[src/core/bridge_regs_pkg.sv]
// bridge_regs_pkg: offsets, field positions and reset values of the bridge command and status registers
// assumes a 16-bit config word port with byte enables, offsets in bytes
package bridge_regs_pkg;
  localparam logic [7:0] CMD_OFFSET = 8'h04;
  localparam logic [7:0] STS_OFFSET = 8'h06;
  localparam logic [15:0] CMD_RESET = 16'h0006;
  localparam logic [15:0] STS_RESET = 16'h0090;
  localparam int SERR_EN_BIT = 8;
  localparam int SSE_BIT = 14;
  localparam int RMA_BIT = 13;
  localparam int RTA_BIT = 12;
  // read-only constant part of the command word: memory and master enables set, rest zero
  localparam logic [15:0] CMD_CONST = 16'h0006;
  // read-only constant part of status: fast back-to-back capable and capability list
  localparam logic [15:0] STS_CONST = 16'h0090;
endpackage

[src/core/sticky_bit.sv]
// sticky_bit: one hardware-set, write-one-to-clear status flag
// assumes set and clear arrive on clk_in
`timescale 1ns/1ns
`default_nettype none
module sticky_bit (
  input wire logic clk_in,
  input wire logic rst_in,
  input wire logic set_in,
  input wire logic clr_in,
  output logic flag_out
);
  // set wins over a clear in the same cycle so no event is lost
  always_ff @(posedge clk_in or posedge rst_in) begin
    if (rst_in) begin
      flag_out <= 1'b0;
    end else if (set_in) begin
      flag_out <= 1'b1;
    end else if (clr_in) begin
      flag_out <= 1'b0;
    end
  end
endmodule // sticky_bit
`default_nettype wire

[src/core/serr_gate.sv]
// serr_gate: forms one system-error message request per rising error event
// assumes error lines are synchronous to clk_in
`timescale 1ns/1ns
`default_nettype none
module serr_gate (
  input wire logic clk_in,
  input wire logic rst_in,
  input wire logic enable_in,
  input wire logic err_in,
  output logic send_out
);
  logic err_d_r;
  always_ff @(posedge clk_in or posedge rst_in) begin
    if (rst_in) begin
      err_d_r <= 1'b0;
    end else begin
      err_d_r <= err_in;
    end
  end
  assign send_out = enable_in & err_in & ~err_d_r;
endmodule // serr_gate
`default_nettype wire

[src/core/host_bridge_command_status_regs.sv]
// host_bridge_command_status_regs: command and status words of the host bridge function
// assumes a synchronous config port and error lines from logic on clk_in
`timescale 1ns/1ns
`default_nettype none
module host_bridge_command_status_regs
  import bridge_regs_pkg::*;
(
  input wire logic clk_in,
  input wire logic rst_in,
  input wire logic cfg_wr_in,
  input wire logic cfg_rd_in,
  input wire logic [7:0] cfg_addr_in,
  input wire logic [1:0] cfg_be_in,
  input wire logic [15:0] cfg_wdata_in,
  output logic [15:0] cfg_rdata_out,
  input wire logic [7:0] error_command_in,
  input wire logic [7:0] error_events_in,
  input wire logic master_abort_in,
  input wire logic target_abort_in,
  input wire logic fn1_serr_enable_in,
  input wire logic fn1_error_in,
  output logic hub_link_serr_msg_out,
  output logic memory_access_enable_out,
  output logic bus_master_enable_out
);
  logic serr_en_r;
  logic cmd_hit;
  logic sts_hit;
  logic fn0_any;
  logic fn0_send;
  logic fn1_send;
  logic sse_clr;
  logic rma_clr;
  logic rta_clr;
  logic sse_flag;
  logic rma_flag;
  logic rta_flag;
  logic [15:0] cmd_word;
  logic [15:0] sts_word;

  assign cmd_hit = (cfg_addr_in == CMD_OFFSET);
  assign sts_hit = (cfg_addr_in == STS_OFFSET);

  // only bit 8 of the high byte stores
  always_ff @(posedge clk_in or posedge rst_in) begin
    if (rst_in) begin
      serr_en_r <= CMD_RESET[SERR_EN_BIT];
    end else if (cfg_wr_in && cmd_hit && cfg_be_in[1]) begin
      serr_en_r <= cfg_wdata_in[SERR_EN_BIT];
    end
  end

  assign fn0_any = |(error_command_in & error_events_in);
  serr_gate fn0_gate (
    .clk_in(clk_in),
    .rst_in(rst_in),
    .enable_in(serr_en_r),
    .err_in(fn0_any),
    .send_out(fn0_send)
  );
  serr_gate fn1_gate (
    .clk_in(clk_in),
    .rst_in(rst_in),
    .enable_in(fn1_serr_enable_in),
    .err_in(fn1_error_in),
    .send_out(fn1_send)
  );

  always_ff @(posedge clk_in or posedge rst_in) begin
    if (rst_in) begin
      hub_link_serr_msg_out <= 1'b0;
    end else begin
      hub_link_serr_msg_out <= fn0_send | fn1_send;
    end
  end

  always_ff @(posedge clk_in or posedge rst_in) begin
    if (rst_in) begin
      memory_access_enable_out <= 1'b0;
      bus_master_enable_out <= 1'b0;
    end else begin
      memory_access_enable_out <= CMD_CONST[1];
      bus_master_enable_out <= CMD_CONST[2];
    end
  end

  assign sse_clr = cfg_wr_in & sts_hit & cfg_be_in[1] & cfg_wdata_in[SSE_BIT];
  assign rma_clr = cfg_wr_in & sts_hit & cfg_be_in[1] & cfg_wdata_in[RMA_BIT];
  assign rta_clr = cfg_wr_in & sts_hit & cfg_be_in[1] & cfg_wdata_in[RTA_BIT];

  sticky_bit sse_bit (
    .clk_in(clk_in),
    .rst_in(rst_in),
    .set_in(fn0_send),
    .clr_in(sse_clr),
    .flag_out(sse_flag)
  );
  sticky_bit rma_bit (
    .clk_in(clk_in),
    .rst_in(rst_in),
    .set_in(master_abort_in),
    .clr_in(rma_clr),
    .flag_out(rma_flag)
  );
  sticky_bit rta_bit (
    .clk_in(clk_in),
    .rst_in(rst_in),
    .set_in(target_abort_in),
    .clr_in(rta_clr),
    .flag_out(rta_flag)
  );

  always_comb begin
    cmd_word = CMD_CONST;
    cmd_word[SERR_EN_BIT] = serr_en_r;
    sts_word = STS_CONST;
    sts_word[SSE_BIT] = sse_flag;
    sts_word[RMA_BIT] = rma_flag;
    sts_word[RTA_BIT] = rta_flag;
  end

  // read data registered; unmapped offsets return zero
  always_ff @(posedge clk_in or posedge rst_in) begin
    if (rst_in) begin
      cfg_rdata_out <= 16'h0000;
    end else if (cfg_rd_in && cmd_hit) begin
      cfg_rdata_out <= cmd_word;
    end else if (cfg_rd_in && sts_hit) begin
      cfg_rdata_out <= sts_word;
    end else if (cfg_rd_in) begin
      cfg_rdata_out <= 16'h0000;
    end
  end

  no_msg_off_a: assert property (@(posedge clk_in) disable iff (rst_in)
    (!serr_en_r && !fn1_send) |=> !hub_link_serr_msg_out)
    else $error("message sent with enable clear");

  sse_set_a: assert property (@(posedge clk_in) disable iff (rst_in)
    fn0_send |=> sse_flag)
    else $error("system error flag not set");

  msg_follow_a: assert property (@(posedge clk_in) disable iff (rst_in)
    (fn0_send || fn1_send) |=> hub_link_serr_msg_out)
    else $error("message not sent");

  enable_write_a: assert property (@(posedge clk_in) disable iff (rst_in)
    (cfg_wr_in && cmd_hit && cfg_be_in[1]) |=> serr_en_r == $past(cfg_wdata_in[SERR_EN_BIT]))
    else $error("enable not written");

  cmd_read_a: assert property (@(posedge clk_in) disable iff (rst_in)
    (cfg_rd_in && cmd_hit) |=> (cfg_rdata_out & 16'hFEFF) == 16'h0006)
    else $error("command fixed bits wrong");

  sts_read_a: assert property (@(posedge clk_in) disable iff (rst_in)
    (cfg_rd_in && sts_hit) |=> (cfg_rdata_out & 16'h8FFF) == 16'h0090)
    else $error("status fixed bits wrong");

  sse_clear_a: assert property (@(posedge clk_in) disable iff (rst_in)
    (sse_clr && !fn0_send) |=> !sse_flag)
    else $error("flag not cleared");

  fixed_enables_a: assert property (@(posedge clk_in) disable iff (rst_in)
    !$past(rst_in) |-> (memory_access_enable_out && bus_master_enable_out))
    else $error("fixed enables low");

  cmd_reserved_a: assert property (@(posedge clk_in) disable iff (rst_in)
    (cfg_rd_in && cmd_hit) |=> cfg_rdata_out[15:10] == 6'h00)
    else $error("command reserved bits set");

  fast_back_to_back_enable_zero_a: assert property (@(posedge clk_in) disable iff (rst_in)
    (cfg_rd_in && cmd_hit) |=> !cfg_rdata_out[9])
    else $error("back-to-back bit set");

  stepping_zero_a: assert property (@(posedge clk_in) disable iff (rst_in)
    (cfg_rd_in && cmd_hit) |=> !cfg_rdata_out[7])
    else $error("stepping bit set");

  parity_zero_a: assert property (@(posedge clk_in) disable iff (rst_in)
    (cfg_rd_in && cmd_hit) |=> !cfg_rdata_out[6])
    else $error("parity bit set");

  snoop_zero_a: assert property (@(posedge clk_in) disable iff (rst_in)
    (cfg_rd_in && cmd_hit) |=> !cfg_rdata_out[5])
    else $error("snoop bit set");

  invalidate_zero_a: assert property (@(posedge clk_in) disable iff (rst_in)
    (cfg_rd_in && cmd_hit) |=> !cfg_rdata_out[4])
    else $error("invalidate bit set");

  special_zero_a: assert property (@(posedge clk_in) disable iff (rst_in)
    (cfg_rd_in && cmd_hit) |=> !cfg_rdata_out[3])
    else $error("special cycle bit set");

  master_read_a: assert property (@(posedge clk_in) disable iff (rst_in)
    (cfg_rd_in && cmd_hit) |=> cfg_rdata_out[2])
    else $error("master bit clear");

  memory_read_a: assert property (@(posedge clk_in) disable iff (rst_in)
    (cfg_rd_in && cmd_hit) |=> cfg_rdata_out[1])
    else $error("memory bit clear");

  io_zero_a: assert property (@(posedge clk_in) disable iff (rst_in)
    (cfg_rd_in && cmd_hit) |=> !cfg_rdata_out[0])
    else $error("io bit set");

  enable_read_a: assert property (@(posedge clk_in) disable iff (rst_in)
    (cfg_rd_in && cmd_hit) |=> cfg_rdata_out[SERR_EN_BIT] == $past(serr_en_r))
    else $error("enable read wrong");

  enable_hold_a: assert property (@(posedge clk_in) disable iff (rst_in)
    !(cfg_wr_in && cmd_hit && cfg_be_in[1]) |=> $stable(serr_en_r))
    else $error("enable changed without write");

  fn0_gated_a: assert property (@(posedge clk_in) disable iff (rst_in)
    fn0_send |-> serr_en_r)
    else $error("function 0 send while disabled");

  fn0_cause_a: assert property (@(posedge clk_in) disable iff (rst_in)
    fn0_send |-> fn0_any)
    else $error("function 0 send without error");

  fn1_gated_a: assert property (@(posedge clk_in) disable iff (rst_in)
    fn1_send |-> fn1_serr_enable_in)
    else $error("function 1 send while disabled");

  msg_cause_a: assert property (@(posedge clk_in) disable iff (rst_in)
    hub_link_serr_msg_out |-> ($past(fn0_send) || $past(fn1_send)))
    else $error("message without send");

  sse_cause_a: assert property (@(posedge clk_in) disable iff (rst_in)
    $rose(sse_flag) |-> $past(fn0_send))
    else $error("flag set without send");

  sse_read_a: assert property (@(posedge clk_in) disable iff (rst_in)
    (cfg_rd_in && sts_hit) |=> cfg_rdata_out[SSE_BIT] == $past(sse_flag))
    else $error("status bit 14 read wrong");

  rma_read_a: assert property (@(posedge clk_in) disable iff (rst_in)
    (cfg_rd_in && sts_hit) |=> cfg_rdata_out[RMA_BIT] == $past(rma_flag))
    else $error("status bit 13 read wrong");

  rta_read_a: assert property (@(posedge clk_in) disable iff (rst_in)
    (cfg_rd_in && sts_hit) |=> cfg_rdata_out[RTA_BIT] == $past(rta_flag))
    else $error("status bit 12 read wrong");

  rma_set_a: assert property (@(posedge clk_in) disable iff (rst_in)
    master_abort_in |=> rma_flag)
    else $error("master abort flag not set");

  rta_set_a: assert property (@(posedge clk_in) disable iff (rst_in)
    target_abort_in |=> rta_flag)
    else $error("target abort flag not set");

  rma_clear_a: assert property (@(posedge clk_in) disable iff (rst_in)
    (rma_clr && !master_abort_in) |=> !rma_flag)
    else $error("master abort flag not cleared");

  rta_clear_a: assert property (@(posedge clk_in) disable iff (rst_in)
    (rta_clr && !target_abort_in) |=> !rta_flag)
    else $error("target abort flag not cleared");

  unmapped_read_a: assert property (@(posedge clk_in) disable iff (rst_in)
    (cfg_rd_in && !cmd_hit && !sts_hit) |=> cfg_rdata_out == 16'h0000)
    else $error("unmapped read not zero");

  rdata_hold_a: assert property (@(posedge clk_in) disable iff (rst_in)
    !cfg_rd_in |=> $stable(cfg_rdata_out))
    else $error("read data changed without read");

  sse_hold_a: assert property (@(posedge clk_in) disable iff (rst_in)
    (!fn0_send && !sse_clr) |=> $stable(sse_flag))
    else $error("flag changed without cause");

  sse_fn1_a: assert property (@(posedge clk_in) disable iff (rst_in)
    (!fn0_send && !sse_flag) |=> !sse_flag)
    else $error("flag set by other function");
endmodule // host_bridge_command_status_regs
`default_nettype wire

[config.mk]
export PLATFORM = sky130hd
export DESIGN_NAME = host_bridge_command_status_regs
export DESIGN_NICKNAME = d
export VERILOG_FILES = /design/src/core/bridge_regs_pkg.sv /design/src/core/sticky_bit.sv /design/src/core/serr_gate.sv /design/src/core/host_bridge_command_status_regs.sv
export SDC_FILE = /design/constraint.sdc
export NUM_CORES = 1
export LEC_CHECK = 0
export BUFFER_PORTS_ARGS = -buffer_cell sky130_fd_sc_hd__buf_2
export CAP_MARGIN = 20
export CORE_AREA = 5 5 50 52
export CTS_CLUSTER_DIAMETER = 40
export DETAILED_ROUTE_END_ITERATION = 16
export DIE_AREA = 0 0 55 57
export PLACE_DENSITY = 0.92
export SLEW_MARGIN = 20
export SYNTH_ARGS = -nofsm -noshare
export SYNTH_HDL_FRONTEND = slang
export SYNTH_SLANG_ARGS = --single-unit
[constraint.sdc]
create_clock -name clk_in -period 2.5 [get_ports clk_in]
set_input_delay 0.125 -clock clk_in [delete_from_list [all_inputs] [get_ports clk_in]]
set_output_delay 0.125 -clock clk_in [all_outputs]
set_load 0.1 [all_outputs]
==> reports/results.txt <==
hold crit path type - in -> reg
setup violators final - 0
H-tree depth - 1
Port Buffers - 47
Tmin final - 1207 ps
EDFF count, synth - 0
CP endpoint kind - primary output
outcome - finished, final reports clean
Pleak - 0.5260 nW
Required @ worst endpoint - 2380 ps
Max-Cap Viols - 0
Initial DRC Count - 12
top post-synthesis cells by area - dfrtp_1 49%, buf_4 12%, inv_1 5.2%, nand4_1 4.4%, a22oi_1 4.2%
n_diodes - 0
GR Overflow Total - 0
share of cells above drive strength 1 - 48.28%
fin. max-slew vios - 0
CP Class - reg -> out
routability cong. - 0.7634
Slowest-stage cell, CP - buf_2
worst vdd ir - 0.2181 mV
Finished Core Util - 47.60%
switching portion of total power - 33.43%
Slew headroom - 66.02%
CTS max path bufs - 2
initial antenna violation count - 0
Residual DRC - 0
CTS Buf Count - 3
clock sinks - 14
Die ar. - 3135 um^2
Crit Path Max Fanout - 3
RSZ-0062 raised after global routing - false
Fin. Hold Viols - 0
Critical Path Source - cfg_rdata_out[2]
ys flop type - dfrtp_1
post-DR wirelength/cell - 12.24 um
Fmax achieved - 0.8288 GHz
worst-margin pin slew - 509.2 ps
GRT Total Usage - 12.50%
Clk network pwr share - 31.4%
R2R cell count - 3
DR vias - 641
Comb pwr share - 24.5%
FFs w/ async S/R, synth - 100.0%
post-route ant nets - 0
CTS tree - done
Synth Instances - 68
switching power total - 176.2 uW
Mapped Avg Cell Area - 10.52 um^2
post_cts resized - 0
worst r2r src - fn0_gate.err_d_r
Final Cycle Share - 48.26%
Area after DPL - 925.9 um^2
reg2reg setup slack - 1550 ps
Multi-input gate area - 267.8 um^2
number of fillers in the final layout - 218
clock slew at reported path FFs - 90 ps
Yosys top cell by area - dfrtp_1
largest net degree at the start of global routing - 15
CP max stage delay - 430 ps
WHS - 9.486 ps
Syn. warnings - 0
pwr/cell area - 536.7 nW/um^2
TNS Setup - 0 ps
vias per cell - 4.451
first-pass GRT wire length - 2.780 mm
initial core utilization - 34.69%
Worst EP arrival - 1080 ps
synth unique cells - 21
row cnt - 17
flops & latches, synth - 14
Ports - 69
Die Span Y - 57 um
final WL - 1.762 mm
post-synthesis cell area - 715.7 um^2
vias in the first global route - 653
DP HPWL - 1.516 mm
Worst path depth - 1
clock skew - 5.502 ps
Pint - 350.9 uW
CP bufs+invs - 1
Core Region - 2063 um^2
count leader, synth - dfrtp_1
Nets - 167
part of the power in registers - 44.2%
Die W - 55 um
total iterations of the first detailed-routing run - 3
post-synthesis sequential area ratio - 48.95%
Critical Path Start Type - register
CP cell instances - buf_2
register area - 350.3 um^2
Post-synth top cells - 14 x dfrtp_1, 11 x buf_4, 10 x inv_1, 5 x nand4_1, 4 x a22oi_1
critical path endpoint - cfg_rdata_out[2]
CP top delay family - buffers and inverters
CTS root buf - clkbuf_4
finished layout cell area - 982.2 um^2
Syn-to-layout area delta - 37.24%
worst skew pair latency - 280 ps
Synth top area share - 48.95%
Hold Path Origin - target_abort_in
FF-to-FF End - hub_link_serr_msg_out
## logic make-up after synthesis
family / share of synthesized area [%]
buffers and inverters: 17.31
AOI/OAI and AO/OA: 14.34
DFF: 48.95
and+or+nand+nor: 16.26
other: 1.049
muxes: 2.097
## power by group through the flow
stage | Combinational, mW | Sequential, mW | Clock (mW)
after detailed placement | 0.127 | 0.237 | 0
after CTS | 0.129 | 0.233 | 0.170
after floorplan | 0.0883 | 0.250 | 0
final | 0.129 | 0.233 | 0.165
after global routing | 0.136 | 0.233 | 0.178
after global placement | 0.124 | 0.237 | 0
## cells in the final DEF (no fill, tap or decap), drive strengths merged
| cell | instances |
|---|---|
| nor4b | 1 |
| a41oi | 1 |
| a22oi | 4 |
| conb | 9 |
| o21ai | 3 |
| o22ai | 3 |
| a21o | 3 |
| dfrtp | 14 |
| o21bai | 1 |
| nand4 | 5 |
| dlygate4sd3 | 2 |
| buf | 47 |
| clkbuf | 4 |
| nor4 | 1 |
| and2 | 1 |
| nand3 | 3 |
| mux2 | 1 |
| inv | 10 |
| nand2b | 1 |
| and4bb | 1 |
| nand2 | 1 |
## per-stage QoR
stage | setup WS [ps] | power, mW | cells
CTS | 1275 | 0.5324 | 144
detailed placement | 1250 | 0.3642 | 138
global placement | 1263 | 0.3611 | 138
finish | 1293 | 0.5271 | 144
global route | 1238 | 0.5474 | 144
floorplan | 1035 | 0.3386 | 75
## cell type report
type,count,share of cell area (%)
Clock buffer,4,3.694
Inverter,10,3.822
Multi-Input combinational cell,39,27.26
Sequential cell,14,35.67
Tap cell,28,3.567
Timing Repair Buffer,49,25.99
## worst min path at each step
stage | end | cells past startpoint | slack, ps
after global placement | hub_link_serr_msg_out | 2 | 170
after global routing | rta_bit.flag_out | 2 | 10
after CTS | rta_bit.flag_out | 2 | 4
after detailed placement | hub_link_serr_msg_out | 2 | 180
after floorplan | bus_master_enable_out | 1 | 10
final | rta_bit.flag_out | 2 | 9
## flip-flops by register name, summed over array words and instances, names as in the netlist
signal                 cells
bus_master_enable_out      1
serr_en_r                  1
cfg_rdata_out              6
rta_bit.flag_out           1
rma_bit.flag_out           1
hub_link_serr_msg_out      1
fn1_gate.err_d_r           1
fn0_gate.err_d_r           1
sse_bit.flag_out           1
## metal layers
layer  share of wire [%]  up-vias  wire [um]  track usage (%)
met3                 9.1        6        161            3.394
met4                 3.5        0         62            10.07
met5                   0        -          0                0
met2                  54       30        957            20.27
li1                    -      313          -                -
met1                  33      292        581            12.94
## repair_timing
item	in CTS	in global routing
hold buffers	2	0
hold endpoints to repair	15	0
setup buffers	0	0
(Power assumes the default switching activity.)
